--- src/shared/channel_router_pkg.sv ---
// channel_router_pkg: constants, types and helpers for the B-channel router.
// assumes: one clock, bytes exchanged once per frame on a frame strobe.
package channel_router_pkg;

  // ==========================================================
  // sizes
  localparam int NUM_CH = 8;
  localparam int NUM_ROUTES = 3;
  localparam int BYTE_W = 8;

  // ==========================================================
  // channel codes held in each nibble of a route-select register
  typedef logic [3:0] chan_code_type;
  localparam chan_code_type CODE_NONE = 4'h0;
  localparam chan_code_type CODE_LINE_ONE = 4'h1;
  localparam chan_code_type CODE_LINE_TWO = 4'h2;
  localparam chan_code_type CODE_AUDIO = 4'h3;
  localparam chan_code_type CODE_HOST_ONE = 4'h4;
  localparam chan_code_type CODE_HOST_TWO = 4'h5;
  localparam chan_code_type CODE_PERIPH_ONE = 4'h6;
  localparam chan_code_type CODE_PERIPH_TWO = 4'h7;
  localparam chan_code_type CODE_PERIPH_THREE = 4'h8;

  // ==========================================================
  // channel indices on the byte buses (index = code - 1)
  typedef logic [2:0] chan_index_type;
  localparam chan_index_type IDX_LINE_ONE = 3'h0;
  localparam chan_index_type IDX_LINE_TWO = 3'h1;
  localparam chan_index_type IDX_AUDIO = 3'h2;
  localparam chan_index_type IDX_HOST_ONE = 3'h3;
  localparam chan_index_type IDX_HOST_TWO = 3'h4;
  localparam chan_index_type IDX_PERIPH_ONE = 3'h5;
  localparam chan_index_type IDX_PERIPH_TWO = 3'h6;
  localparam chan_index_type IDX_PERIPH_THREE = 3'h7;

  // ==========================================================
  // indirect register addresses and reset values
  localparam logic [7:0] ADDR_ROUTE_FIRST = 8'h41;
  localparam logic [7:0] ADDR_ROUTE_SECOND = 8'h42;
  localparam logic [7:0] ADDR_ROUTE_THIRD = 8'h43;
  localparam logic [7:0] ADDR_HOST_OPTIONS = 8'h44;
  localparam logic [7:0] ROUTE_RESET = 8'h00;
  localparam logic [7:0] OPTIONS_RESET = 8'h00;
  localparam logic [7:0] OPTIONS_WRITABLE = 8'h38;
  localparam logic [7:0] READ_UNMAPPED = 8'h00;

  // ==========================================================
  // register layouts
  typedef struct packed {
    chan_code_type port_one;
    chan_code_type port_two;
  } route_select_type;

  typedef struct packed {
    logic [1:0] reserved_high;
    logic reverse_two;
    logic reverse_one;
    logic byte_irq_enable;
    logic [2:0] reserved_low;
  } host_options_type;

  // ==========================================================
  // carriers
  typedef logic [NUM_CH-1:0][BYTE_W-1:0] chan_bytes_type;

  typedef struct packed {
    logic active;
    chan_index_type source;
  } route_pick_type;

  typedef route_pick_type [NUM_CH-1:0] route_picks_type;

  typedef struct packed {
    logic [7:0] addr;
    logic [7:0] wdata;
    logic write;
    logic read;
  } reg_request_type;

  // ==========================================================
  // helpers
  function automatic logic code_valid(input chan_code_type code);
    return (code >= CODE_LINE_ONE) && (code <= CODE_PERIPH_THREE);
  endfunction : code_valid

  function automatic chan_index_type code_index(input chan_code_type code);
    chan_code_type diff;
    diff = code - CODE_LINE_ONE;
    return diff[2:0];
  endfunction : code_index

  function automatic logic [BYTE_W-1:0] reverse_byte(input logic [BYTE_W-1:0] value);
    logic [BYTE_W-1:0] flipped;
    flipped = '0;
    for (int i = 0; i < BYTE_W; i++) begin
      flipped[i] = value[BYTE_W-1-i];
    end
    return flipped;
  endfunction : reverse_byte

endpackage : channel_router_pkg

--- src/core/route_resolver.sv ---
// route_resolver: picks, for every destination channel, the source that feeds it.
// assumes: route registers are stable, purely combinational.
`timescale 1ns/1ps
`default_nettype none
module route_resolver
  import channel_router_pkg::*;
(
  input wire route_select_type route_first,
  input wire route_select_type route_second,
  input wire route_select_type route_third,
  output route_picks_type picks
);

  route_select_type ranked [NUM_ROUTES];

  assign ranked[0] = route_first; // RL2
  assign ranked[1] = route_second;
  assign ranked[2] = route_third;

  // ==========================================================
  // resolve, lowest rank first so later ranks overwrite
  always_comb begin
    picks = '0;
    for (int r = 0; r < NUM_ROUTES; r++) begin // RL4
      // both ends must decode; other codes move nothing
      if (code_valid(ranked[r].port_one) && code_valid(ranked[r].port_two)) begin // RL18
        // port two feeds port one, port one feeds port two
        picks[code_index(ranked[r].port_one)].active = 1'b1; // RL5
        picks[code_index(ranked[r].port_one)].source = code_index(ranked[r].port_two); // RL9
        // same code on both ends gives a loopback
        picks[code_index(ranked[r].port_two)].active = 1'b1; // RL6
        picks[code_index(ranked[r].port_two)].source = code_index(ranked[r].port_one); // RL8
      end
    end
  end

endmodule : route_resolver
`default_nettype wire

--- src/core/channel_router.sv ---
// channel_router: time-slot router for eight 64 kbit/s B channels.
// assumes: one byte per channel offered each frame with frame_sync high one cycle;
// register requests arrive on the indirect register port, synchronous to clock.
//
// How it works
// RL1: eight channels: two line, one audio, two host, three peripheral.
// RL2: each route register holds one path; port one high nibble, port two low.
// RL3: codes 1..8 pick line, audio, host, peripheral channels; zero means none.
// RL4: both nibbles of all three route registers use the same codes.
// RL5: a path is two-way; each end receives what the other sends.
// RL6: equal codes in both nibbles loop a channel back to itself.
// RL7: third route register ranks highest, then second, then first.
// RL8: a destination fed by several paths takes the highest-ranked one only.
// RL9: one source may feed several destinations through several registers.
// RL10: options bit 3 enables the host byte-available interrupt; clear masks it.
// RL11: options bit 4 makes host channel one least significant bit first.
// RL12: options bit 5 makes host channel two least significant bit first.
// RL13: software writes zero to options bits 0 to 2, 6 and 7.
// RL14: route registers read and write at indirect 41H, 42H and 43H.
// RL15: options register reads and writes at indirect 44H.
// RL16: each routed channel carries one full-duplex 64 kbit/s byte stream.
// RL17: audio samples pass unchanged, sign bit first.
// RL18: codes 9 to 15 count as no connection and move nothing.
// RL19: one byte per routed channel per frame; unrouted destinations get nothing.
`timescale 1ns/1ps
`default_nettype none
module channel_router
  import channel_router_pkg::*;
(
  input wire logic clock,
  input wire logic resetn,
  input wire reg_request_type reg_request,
  output logic [7:0] reg_rdata,
  output logic reg_rvalid,
  input wire logic frame_sync,
  input wire chan_bytes_type chan_tx,
  output chan_bytes_type chan_rx,
  output logic [NUM_CH-1:0] chan_rx_valid,
  output logic [NUM_CH-1:0] route_active,
  output logic host_byte_irq
);

  // ==========================================================
  // register file state
  route_select_type route_first;
  route_select_type route_second;
  route_select_type route_third;
  host_options_type host_options;
  route_select_type next_route_first;
  route_select_type next_route_second;
  route_select_type next_route_third;
  host_options_type next_host_options;
  logic [7:0] next_reg_rdata;
  logic next_reg_rvalid;

  // ==========================================================
  // data path state
  chan_bytes_type next_chan_rx;
  logic [NUM_CH-1:0] next_chan_rx_valid;
  logic [NUM_CH-1:0] next_route_active;
  logic next_host_byte_irq;

  route_picks_type picks;
  chan_bytes_type ingress;

  // ==========================================================
  // register writes and reads
  always_comb begin
    next_route_first = route_first;
    next_route_second = route_second;
    next_route_third = route_third;
    next_host_options = host_options;
    next_reg_rdata = reg_rdata;
    next_reg_rvalid = 1'b0;
    if (reg_request.write) begin
      unique case (reg_request.addr)
        ADDR_ROUTE_FIRST: next_route_first = reg_request.wdata; // RL14
        ADDR_ROUTE_SECOND: next_route_second = reg_request.wdata; // RL14
        ADDR_ROUTE_THIRD: next_route_third = reg_request.wdata; // RL14
        // reserved bits are not stored, so they read back as zero
        ADDR_HOST_OPTIONS: next_host_options = reg_request.wdata & OPTIONS_WRITABLE; // RL15
        default: begin
        end
      endcase
    end
    if (reg_request.read) begin
      next_reg_rvalid = 1'b1;
      unique case (reg_request.addr)
        ADDR_ROUTE_FIRST: next_reg_rdata = route_first; // RL14
        ADDR_ROUTE_SECOND: next_reg_rdata = route_second; // RL14
        ADDR_ROUTE_THIRD: next_reg_rdata = route_third; // RL14
        ADDR_HOST_OPTIONS: next_reg_rdata = host_options; // RL15
        default: next_reg_rdata = READ_UNMAPPED;
      endcase
    end
  end

  always_ff @(posedge clock) begin
    if (!resetn) begin
      route_first <= ROUTE_RESET; // RL3
      route_second <= ROUTE_RESET; // RL3
      route_third <= ROUTE_RESET; // RL3
      host_options <= OPTIONS_RESET; // RL10
      reg_rdata <= READ_UNMAPPED;
      reg_rvalid <= 1'b0;
    end else begin
      route_first <= next_route_first;
      route_second <= next_route_second;
      route_third <= next_route_third;
      host_options <= next_host_options;
      reg_rdata <= next_reg_rdata;
      reg_rvalid <= next_reg_rvalid;
    end
  end

  // ==========================================================
  // path resolution, third register ranks highest
  route_resolver resolver (
    .route_first(route_first), // RL7
    .route_second(route_second), // RL7
    .route_third(route_third), // RL7
    .picks(picks)
  );

  // ==========================================================
  // ingress: host channels in lsb-first order are turned to msb-first
  always_comb begin
    ingress = chan_tx; // RL17
    if (host_options.reverse_one) begin
      ingress[IDX_HOST_ONE] = reverse_byte(chan_tx[IDX_HOST_ONE]); // RL11
    end
    if (host_options.reverse_two) begin
      ingress[IDX_HOST_TWO] = reverse_byte(chan_tx[IDX_HOST_TWO]); // RL12
    end
  end

  // ==========================================================
  // per-frame byte move and egress reversal
  always_comb begin
    next_chan_rx = chan_rx;
    next_chan_rx_valid = '0;
    for (int d = 0; d < NUM_CH; d++) begin
      next_route_active[d] = picks[d].active;
    end
    if (frame_sync) begin
      for (int d = 0; d < NUM_CH; d++) begin
        // unrouted destinations keep their last byte and see no strobe
        if (picks[d].active) begin // RL19
          next_chan_rx[d] = ingress[picks[d].source]; // RL16
          next_chan_rx_valid[d] = 1'b1; // RL1
        end
      end
      // only a fresh byte is turned; a held byte stays as delivered
      if (host_options.reverse_one && picks[IDX_HOST_ONE].active) begin
        next_chan_rx[IDX_HOST_ONE] = reverse_byte(next_chan_rx[IDX_HOST_ONE]); // RL11
      end
      if (host_options.reverse_two && picks[IDX_HOST_TWO].active) begin
        next_chan_rx[IDX_HOST_TWO] = reverse_byte(next_chan_rx[IDX_HOST_TWO]); // RL12
      end
    end
    // byte available towards the host, gated by the enable
    next_host_byte_irq = host_options.byte_irq_enable
      && (next_chan_rx_valid[IDX_HOST_ONE] || next_chan_rx_valid[IDX_HOST_TWO]); // RL10
  end

  always_ff @(posedge clock) begin
    if (!resetn) begin
      chan_rx <= '0;
      chan_rx_valid <= '0;
      route_active <= '0;
      host_byte_irq <= 1'b0;
    end else begin
      chan_rx <= next_chan_rx;
      chan_rx_valid <= next_chan_rx_valid;
      route_active <= next_route_active;
      host_byte_irq <= next_host_byte_irq;
    end
  end

endmodule : channel_router
`default_nettype wire

--- config.mk ---
export PLATFORM = sky130hd
export DESIGN_NAME = channel_router
export DESIGN_NICKNAME = d
export VERILOG_FILES = /design/src/shared/channel_router_pkg.sv /design/src/core/route_resolver.sv /design/src/core/channel_router.sv
export SDC_FILE = /design/constraint.sdc
export NUM_CORES = 1
export LEC_CHECK = 0
export BUFFER_PORTS_ARGS = -buffer_cell sky130_fd_sc_hd__buf_2
export CAP_MARGIN = 0
export CORE_UTILIZATION = 41
export CTS_CLUSTER_DIAMETER = 150
export DETAILED_ROUTE_END_ITERATION = 12
export PLACE_DENSITY = 0.58
export SLEW_MARGIN = 20
export SYNTH_ARGS = -nofsm -noshare
export SYNTH_HDL_FRONTEND = slang
export SYNTH_SLANG_ARGS = --single-unit
--- constraint.sdc ---
create_clock -name clock -period 8.2 [get_ports clock]
set_input_delay 0.82 -clock clock [delete_from_list [all_inputs] [get_ports clock]]
set_output_delay 0.82 -clock clock [all_outputs]
set_load 0.02 [all_outputs]
==> run metrics, run 1 <==
Max FO, Critical Path=21; leading area contributor after synthesis=dfxtp_1; Critical Path RT=8.52 ns; Placement Cell Area=12200 sq um; clock power share=0.519; vias in the first global route=10800; P&R area growth vs syn=13.9%; most frequent cells in the layout=mux2i_1 (192), buf_2 (174), dfxtp_1 (117); Final #Nets=1467; dpl hpwl=32300 um; Hold Path Class=reg -> reg; VDD IR-drop max=0.000107 V; Synth top area share=0.208; internal power consumption=1.14 mW; simple-gate share of the synthesized area=0.153; clock-pin slew on the worst setup and hold paths=0.07 ns; DIE AREA=28100 sq um; Max clock buf depth=2; antenna violations before repair=3; WHS=0.465 ns; number of synthesized flops with an enable pin=0; Comb power frac=0.127; ys async rst share=0; RSZ-0062 raised after global routing=no; Multi-input gate area=8290 sq um; post-CTS resize count=0; H-tree levels=4; Num CTS Buffers=17; kind of critical path=reg -> reg; diode count=0; Clock Skew=0.0180 ns; DRC violations left=0; final instance area=12800 sq um; fmax=213 MHz; worst rel slew slack=0.268; Die Span Y=168 um; DR iter-0 viols=1397; number of vias per cell=6.86; maxcap violations=0; Sw Ratio=0.293; startpoint types=flip-flop; Initial Utilization=0.418; critical-path cell list=inv_1 -> ha_1 -> nand2_1 -> o22ai_1 -> nand3_1 -> a21boi_0 -> or2_1 -> mux2i_1 -> a2bb2oi_1 -> a21oi_1 -> a211o_1; filler cell count=2626; WL/cell=27.4 um; CTS sink cnt=117; Critical Path AT=5.01 ns; CTS tree=yes; register bit total from synthesis=117; Clock Latency Late Sink=0.43 ns; global-route wire length before repair=69200 um; Core Area=27000 sq um; Sequential Area=2340 sq um; mux share of post-synthesis cell area=0.354; top post-synthesis cells by area=dfxtp_1 (21%), mux2i_1 (17%), mux4_2 (9.2%); cell count after synthesis=1252; Net Switching=0.471 mW; TNS Setup=0 ns; Post-Syn Nets=1350; Cell variety after synth=86; gpl congestion=1.01; xor-xnor portion of the synthesized cell area=0.0128; gr ovfl total=0; top_reg_cell synth=dfxtp_1; root buf cell=clkbuf_16; Slew @ Worst Pin=1.07 ns; commonest non-fill, non-tap cell in the layout=mux2i_1; antenna-violating nets left=0; vias=11800; num rows=60; die width=168 um; Total Routing Usage GR=0.330; highest cell delay on the worst timing path=0.82 ns; post-CTS setup buffers=0; main combinational cell family by area after synthesis=multiplexers; fraction of layout cells with a size suffix above 1=0.283; largest net degree at the start of global routing=45; Final Setup Violations=0; slowest cell on the critical path=or2_1; Leak Pwr=5.67 nW; final wirelength=47300 um; Synth Area in Compound Gates=0.200; Seq/Total Area, Yosys=0.208; max-slew violation count=0; Synth Warn #=0; # IOs=175; Post-Synth Adder-Cell Area=0.0145; I/O Buffers=174; syn_area_per_cell=8.99 sq um; first drt pass iteration count=7; endpoints failing hold=0; Setup crit end kind=flip-flop; sequential share of power=0.354; Final Cycle Share=0.572; outcome=completed; pwr dens=125 nW/um^2; Period minus WS final=4.69 ns; cts hold-fix bufs=0; Mapped Area=11300 sq um
## critical path: cells and delay by family, from the launching register on
kind            cells  cell delay (ns)
compound gates      5             1.34
fa+ha+maj           1             0.69
buf+inv             1             0.14
flops               1             0.81
mux                 1             0.28
simple gates        3             1.32
## flip-flops by register name, indices dropped and copies added (netlist names)
| name | flops |
|---|---|
| chan_rx_valid | 8 |
| host_byte_irq | 1 |
| reg_rdata | 8 |
| chan_rx | 64 |
| route_third | 8 |
| reg_rvalid | 1 |
| route_active | 8 |
| route_first | 8 |
| route_second | 8 |
| host_options | 3 |
## final timing paths
kind / from / to / slack [ns] / depth (start not counted)
worst max-delay path: route_third[0] / chan_rx[35] / 3.51 / 11
worst min-delay path: chan_rx[58] / chan_rx[58] / 0.47 / 2
worst max register to register: route_third[0] / chan_rx[35] / 3.51 / 11
worst min register to register: chan_rx[58] / chan_rx[58] / 0.47 / 2
## layout make-up
cell class	instances	area share
Inverter	29	0.00849
Tap cell	341	0.0333
Sequential cell	117	0.183
Clock buffer	19	0.0353
Clock inverter	13	0.0134
Timing Repair Buffer	195	0.0802
Multi-Input combinational cell	1009	0.647
## power groups by stage
stage / sequential (mW) / combinational, mW / clock, mW
after floorplan: 0.582 / 0.0923 / 0
after global placement: 0.582 / 0.190 / 0
after detailed placement: 0.582 / 0.191 / 0
after CTS: 0.569 / 0.192 / 0.839
after global routing: 0.569 / 0.207 / 0.861
final: 0.569 / 0.205 / 0.835
## layer usage
layer	wire length, um	GRT usage
met1	19400	0.452
met2	19600	0.471
met3	5670	0.0910
met4	2640	0.169
met5	31	0
## per-stage QoR
stage / instances / utilization / power (mW) / setup WS [ns]
2_1_floorplan: 1252 / - / 0.674 / 4.69
3_3_place_gp: 1691 / 0.452 / 0.772 / 3.43
3_5_place_dp: 1691 / 0.452 / 0.773 / 3.33
4_1_cts: 1723 / 0.475 / 1.60 / 3.33
5_1_grt: 1723 / 0.476 / 1.64 / 3.25
6_report: 1723 / 0.476 / 1.61 / 3.51
## Yosys cell counts (4+ instances only)
master       n
a311oi_1    11
dfxtp_1    117
mux4_2      46
nor2_1      89
o2111ai_1    5
a21o_1       4
o31ai_1      4
a211oi_1    12
ha_1        13
buf_4       11
o221a_2      4
a221o_1      7
nor2b_1      9
nand3_1     49
nand2b_1    13
a32oi_1      5
a211o_1      4
inv_1       27
o211ai_1    25
a22oi_1     16
o32ai_1     11
xnor2_1      4
nand4_1      7
mux2_2      73
o21ai_0     30
xor2_1       5
nand3b_1     5
o221ai_1    14
buf_2       26
nor4_1       8
mux4_1       4
or2_2        5
and2_1      14
o22ai_2      5
nor3_1      15
buf_6       10
a22o_1      10
o22ai_1     45
mux2i_1    192
clkbuf_1    45
a21oi_1     43
a31oi_1     12
a21oi_2      4
and3_1      15
nand2_1    109
## cells by family (layout without fill, tap and decap cells)
family / after synthesis / count (layout)
buffers and inverters: 126 / 256
muxes: 321 / 321
and+or+nand+nor: 359 / 359
adders and majority gates: 13 / 13
DFF: 117 / 117
AOI/OAI and AO/OA: 303 / 303
xor gates and xnor gates: 13 / 13
Note: power is estimated with default switching activity, not from simulation.
==> inputs of run 2 (changes only) <==
- clock period: 8.2 -> 4.45 ns (I/O delays scaled with it)
==> run 2 against run 1 <==
Effect of this change: sequential power rose by 85%; sequential share of layout area fell by 0.17 points; global-route usage rose by 0.30 points; largest cell class unchanged; hold slack got worse by 0.18 ns; highest routed layer is now met4.
==> run metrics, run 2 (synthesis gave the netlist of run 1 again) <==
largest net degree at the start of global routing=39 (-13%); max-slew violation count=0 (unchanged); VDD IR-drop max=0.000266 V (+150%); Max FO, Critical Path=7 (-67%); Slew @ Worst Pin=1.05 ns (-0.0215 ns); DR iter-0 viols=1433 (+2.6%); vias in the first global route=10900 (+0.86%); largest reg by FF count=chan_rx; I/O Buffers=174 (unchanged); post-CTS setup buffers=0 (unchanged); cts hold-fix bufs=0 (unchanged); Leak Pwr=5.75 nW (+1.4%); antenna-violating nets left=0 (unchanged); Core Area=27000 sq um (unchanged); final wirelength=47800 um (+1.1%); post-CTS resize count=0 (unchanged); max reg flops=64 (unchanged); num rows=60 (unchanged); H-tree levels=4 (unchanged); Final Cycle Share=0.959 (+0.387); clock-pin slew on the worst setup and hold paths=0.07 ns (about the same); Sw Ratio=0.313 (+0.0203); Placement Cell Area=12400 sq um (+1.5%); CTS tree=yes; sequential share of power=0.366 (+0.012); Max clock buf depth=2 (unchanged); kind of critical path=reg -> reg; Clock Skew=0.0162 ns (-0.00180 ns); DRC violations left=0 (unchanged); gpl congestion=0.994 (-1.9%); vias=11800 (+0.12%); final instance area=12900 sq um (+0.97%); DIE AREA=28100 sq um (unchanged); root buf cell=clkbuf_16; Comb power frac=0.132 (+0.005); worst rel slew slack=0.298 (+0.0296); Setup crit end kind=flip-flop; WL/cell=27.3 um (-0.35%); clock power share=0.502 (-0.017); first drt pass iteration count=6 (-1); Num CTS Buffers=17 (unchanged); Final #Nets=1491 (+1.6%); commonest non-fill, non-tap cell in the layout=mux2i_1; Die Span Y=168 um (unchanged); P&R area growth vs syn=15.0%; Final Setup Violations=0 (unchanged); pwr dens=221 nW/um^2 (+76%); fraction of layout cells with a size suffix above 1=0.294 (+0.0108); dpl hpwl=33000 um (+2.3%); most frequent cells in the layout=mux2i_1 (192), buf_2 (174), dfxtp_1 (117); gr ovfl total=0 (unchanged); endpoints failing hold=0 (unchanged); die width=168 um (unchanged); filler cell count=2652 (+0.99%); Clock Latency Late Sink=0.44 ns (about the same); # IOs=175 (unchanged); antenna violations before repair=1 (-2); TNS Setup=0 ns (unchanged); startpoint types=flip-flop; CTS sink cnt=117 (unchanged); outcome=completed; Net Switching=0.895 mW (+90%); fmax=234 MHz (+10%); internal power consumption=1.96 mW (+73%); maxcap violations=0 (unchanged); Critical Path RT=4.84 ns (-3.68 ns); Critical Path AT=4.66 ns (-0.35 ns); Total Routing Usage GR=0.333 (+0.00297); Hold Path Class=in -> reg; global-route wire length before repair=69400 um (+0.25%); RSZ-0062 raised after global routing=no; number of vias per cell=6.76 (-1.4%); Period minus WS final=4.27 ns (-0.426 ns); Initial Utilization=0.418 (unchanged)
## run 2: changes by cell type in the layout (fill, tap and decap cells not counted), sizes merged
cell,change
clkinv,-4
buf,+24
bufinv,-2
clkinvlp,+2
inv,+5
diode,+2
clkbuf,-1
## run 2: cell type report
| class | count | area [sq um] | share of cell area |
|---|---|---|---|
| multi-input cells | 1009 | 8270 | 0.639 |
| flip-flops and latches | 117 | 2340 | 0.181 |
| repair buffers | 219 | 1220 | 0.0943 |
| clock buffers | 18 | 429 | 0.0332 |
| well taps | 341 | 427 | 0.0330 |
| clock inverters | 14 | 144 | 0.0111 |
| inverters | 29 | 109 | 0.00841 |
| diodes | 2 | 5.00 | 0.000387 |
## run 2: per-stage QoR
step | util | hold WS [ns] | power, mW | setup WS (ns) | std cells
after floorplan | - | 0.462 | 1.24 | 0.935 | 1252
after global placement | 0.459 | 0.445 | 1.43 | 0.442 | 1715
after detailed placement | 0.459 | 0.450 | 1.43 | 0.334 | 1715
after CTS | 0.480 | 0.279 | 2.85 | 0.320 | 1747
after global routing | 0.480 | 0.299 | 2.91 | 0.121 | 1747
final | 0.480 | 0.284 | 2.86 | 0.182 | 1749
## run 2: power by group through the flow
stage / Clock, mW / Sequential (mW) / Combinational (mW)
after floorplan: 0 / 1.07 / 0.170
after global placement: 0 / 1.07 / 0.355
final: 1.43 / 1.05 / 0.377
after detailed placement: 0 / 1.07 / 0.356
after CTS: 1.45 / 1.05 / 0.356
after global routing: 1.48 / 1.05 / 0.381
## run 2: critical path, cell delays in order, from the launching register on
cell and delay [ns]:
dfxtp_1 0.31, inv_1 0.13, ha_1 0.23, nor2b_1 0.21, mux2i_2 0.51, nand2_1 0.33
o211ai_1 0.78, nand3_1 0.38, inv_2 0.19, nand3_1 0.26, o221a_2 0.33, a2111oi_0 0.45
a21o_1 0.13
## run 2: per-layer routing
layer  track usage  share of wire  vias to the layer above  wire (um)
met1         0.437           0.40                     5633      19000
li1              -              -                     5156          -
met4         0.189          0.055                        0       2610
met5             0              0                        -          0
met2         0.490           0.43                      828      20500
met3        0.0922           0.12                      213       5710
## run 2: path summary, 6_finish.rpt
check | startpoint | to | slack (ns) | cells after the start
setup reg to reg | route_first[5] | chan_rx[28] | 0.18 | 12
hold / removal | reg_request[9] | route_first[7] | 0.28 | 3
hold reg to reg | chan_rx[61] | chan_rx[61] | 0.46 | 2
setup / recovery | route_first[5] | chan_rx[28] | 0.18 | 12
==> inputs of run 3 (changes only) <==
- SYNTH_HIERARCHICAL: default -> 1
==> run 3 against run 2 <==
Effect of this change: via count down 4.1%; hold slack better by 0.013 ns; fmax is 6.9% higher; design area rose by 1.4%; critical path depth down 1; clock skew shrank 0.0030 ns; utilization grew 0.52 points.
==> run metrics, run 3 <==
setup ws final=0.459 ns (+0.277 ns); number of vias per cell=6.54 (-3.3%); cell count after synthesis=1248 (-0.32%); DIE AREA=28300 sq um (+0.64%); Clock Latency Late Sink=0.43 ns (about the same); ys async rst share=0 (unchanged); commonest non-fill, non-tap cell in the layout=buf_2; Cell variety after synth=79 (-8.1%); largest reg by FF count=chan_rx; fraction of layout cells with a size suffix above 1=0.313 (+0.0193); kind of critical path=reg -> reg; dpl hpwl=31700 um (-4.1%); Mapped Area=11300 sq um (+0.64%); fmax=251 MHz (+6.9%); commonest cells in the synthesized netlist=nand2_1 (124), dfxtp_1 (117), mux4_2 (106); Seq/Total Area, Yosys=0.207 (-0.00133); Worst setup endpoint=chan_rx[28]; endpoints failing hold=0 (unchanged); I/O Buffers=174 (unchanged); Post-Syn Nets=1346 (-0.30%); antenna violations before repair=0 (-1); leading area contributor after synthesis=mux4_2; Leak Pwr=4.72 nW (-18%); H-tree levels=4 (unchanged); final wirelength=43700 um (-8.5%); WL/cell=25.2 um (-7.8%); syn_area_per_cell=9.08 sq um (+0.97%); number of synthesized flops with an enable pin=0 (unchanged); highest cell delay on the worst timing path=0.60 ns (-0.18 ns); FF-to-FF path depth=11 (-1); Core Area=27000 sq um (+0.28%); Critical Path AT=4.30 ns (-0.36 ns); maxcap violations=0 (unchanged); CP Launch Point=route_first[4]; max reg flops=64 (unchanged); P&R area growth vs syn=15.8%; critical-path cell list=inv_1 -> ha_1 -> xor2_2 -> and3_1 -> o211ai_1 -> a32oi_1 -> o21a_1 -> mux4_2 -> nor2_1 -> a311oi_1 -> a221o_1; final core occ=0.485 (+0.00519); worst rel slew slack=0.289 (-0.00924); Synth top area share=0.211 (+0.00264); post-CTS setup buffers=0 (unchanged); Hold Path Class=in -> reg; antenna-violating nets left=0 (unchanged); Num CTS Buffers=17 (unchanged); worst flop-to-flop path endpoint=chan_rx[28]; num rows=60 (unchanged); Final Cycle Share=0.897 (-0.0622); Die Span Y=168 um (+0.32%); most frequent cells in the layout=buf_2 (174), nand2_1 (124), dfxtp_1 (117); RSZ-0062 raised after global routing=no; Period minus WS final=3.99 ns (-0.277 ns); DRC violations left=0 (unchanged); VDD IR-drop max=0.000230 V (-14%); slowest cell on the critical path=xor2_2; Initial Utilization=0.419 (+0.00153); Final #Nets=1478 (-0.87%); Total Routing Usage GR=0.308 (-0.0253); outcome=completed; Synth Warn #=6 (+6); CTS tree=yes; Setup crit end kind=flip-flop; root buf cell=clkbuf_16; worst r2r src=route_first[4]; top post-synthesis cells by area=mux4_2 (21%), dfxtp_1 (21%), mux2i_1 (8.0%); DR iter-0 viols=1347 (-6.0%); global-route wire length before repair=65900 um (-5.1%); dpl ws=0.557 ns (+0.224 ns); cts hold-fix bufs=0 (unchanged); Slew @ Worst Pin=1.07 ns (+0.0124 ns); top_reg_cell synth=dfxtp_1; gpl congestion=0.955 (-3.9%); Critical Path RT=4.76 ns (-0.08 ns); vias in the first global route=10600 (-2.8%); post-CTS resize count=0 (unchanged); Clock Skew=0.0132 ns (-0.00297 ns); CTS sink cnt=117 (unchanged); Worst R2R Setup Slack=0.46 ns (+0.28 ns); count leader, synth=nand2_1; Max clock buf depth=2 (unchanged); die width=168 um (+0.32%); Max FO, Critical Path=17 (+10); # IOs=175 (unchanged); TNS Setup=0 ns (unchanged); clock-pin slew on the worst setup and hold paths=0.07 ns (about the same); gr ovfl total=0 (unchanged); register bit total from synthesis=117 (unchanged); filler cell count=2580 (-2.7%); largest net degree at the start of global routing=58 (+49%); startpoint types=flip-flop; pwr dens=212 nW/um^2 (-3.9%); first drt pass iteration count=6 (unchanged); vias=11300 (-4.1%); max-slew violation count=0 (unchanged); Final Setup Violations=0 (unchanged)
run 3: changes by cell type after synthesis, moves of 10 or more:
cell / previous run / this run
mux2_2: 73 / 35
o21ai_0: 30 / 104
mux2i_1: 192 / 91
nor2_1: 89 / 61
o211ai_1: 25 / 15
mux4_2: 46 / 106
nand2_1: 109 / 124
nor2b_1: 9 / 37
o22ai_1: 45 / 26
buf_2: 26 / 48
and2_1: 14 / 66
a21oi_1: 43 / 31
run 3: layout make-up:
type | instances | area (sq um) | area share
diodes | 1 | 2.50 | 0.000191
clock buffers | 17 | 425 | 0.0324
clock inverters | 15 | 156 | 0.0119
inverters | 22 | 82.6 | 0.00629
multi-input cells | 997 | 8420 | 0.642
flip-flops and latches | 117 | 2340 | 0.179
well taps | 341 | 427 | 0.0325
repair buffers | 225 | 1270 | 0.0965
run 3: how the worst min path moves through the flow:
| stage | start | endpoint | slack (ns) | cells past startpoint |
|---|---|---|---|---|
| after floorplan | host_options[3] | host_byte_irq | 0.44 | 1 |
| after CTS | reg_request[4] | route_second[2] | 0.29 | 3 |
| final | reg_request[4] | route_second[2] | 0.30 | 3 |
| after global routing | reg_request[9] | route_second[7] | 0.31 | 3 |
| after global placement | reg_rdata[4] | reg_rdata[4] | 0.45 | 2 |
| after detailed placement | reg_rdata[3] | reg_rdata[3] | 0.45 | 2 |
run 3: worst max-delay path, delay by kind of cell, from the launching register on:
family	cells	cell delay [ns]
buf+inv	1	0.16
compound gates	5	1.36
fa+ha+maj	1	0.29
simple gates	2	0.39
flops	1	0.50
mux	1	0.58
xor+xnor	1	0.60
run 3: cell families (layout without fill, tap and decap cells):
kind of cell               count (synthesis)  count (layout)  share of synthesized area
AOI/OAI and AO/OA                        313             313                      0.185
xor gates and xnor gates                  13              13                     0.0154
adders and majority gates                 13              13                     0.0144
buffers and inverters                    134             279                     0.0547
DFF                                      117             117                      0.207
muxes                                    240             240                      0.338
other                                      0               1                          0
and+or+nand+nor                          418             418                      0.187
run 3: report_power, final:
group / switching, mW / internal [mW] / leakage, nW
combinational: 0.199 / 0.133 / 3.50
clock: 0.655 / 0.750 / 0.280
sequential: 0.000726 / 1.05 / 0.942
run 3: through the flow:
| stage | power (mW) | std cells | hold WS, ns | instance area [sq um] |
|---|---|---|---|---|
| after floorplan | 1.23 | 1248 | 0.437 | 11300 |
| after global placement | 1.39 | 1702 | 0.451 | 12500 |
| after detailed placement | 1.39 | 1702 | 0.447 | 12500 |
| after CTS | 2.79 | 1734 | 0.289 | 13100 |
| after global routing | 2.87 | 1734 | 0.311 | 13100 |
| final | 2.78 | 1735 | 0.297 | 13100 |
run 3: layer usage:
metal,GRT usage,up-vias,routed length (um)
li1,-,5041,-
met4,0.123,0,1540
met3,0.0757,107,4910
met1,0.442,5467,19000
met2,0.439,733,18300
met5,0,-,0
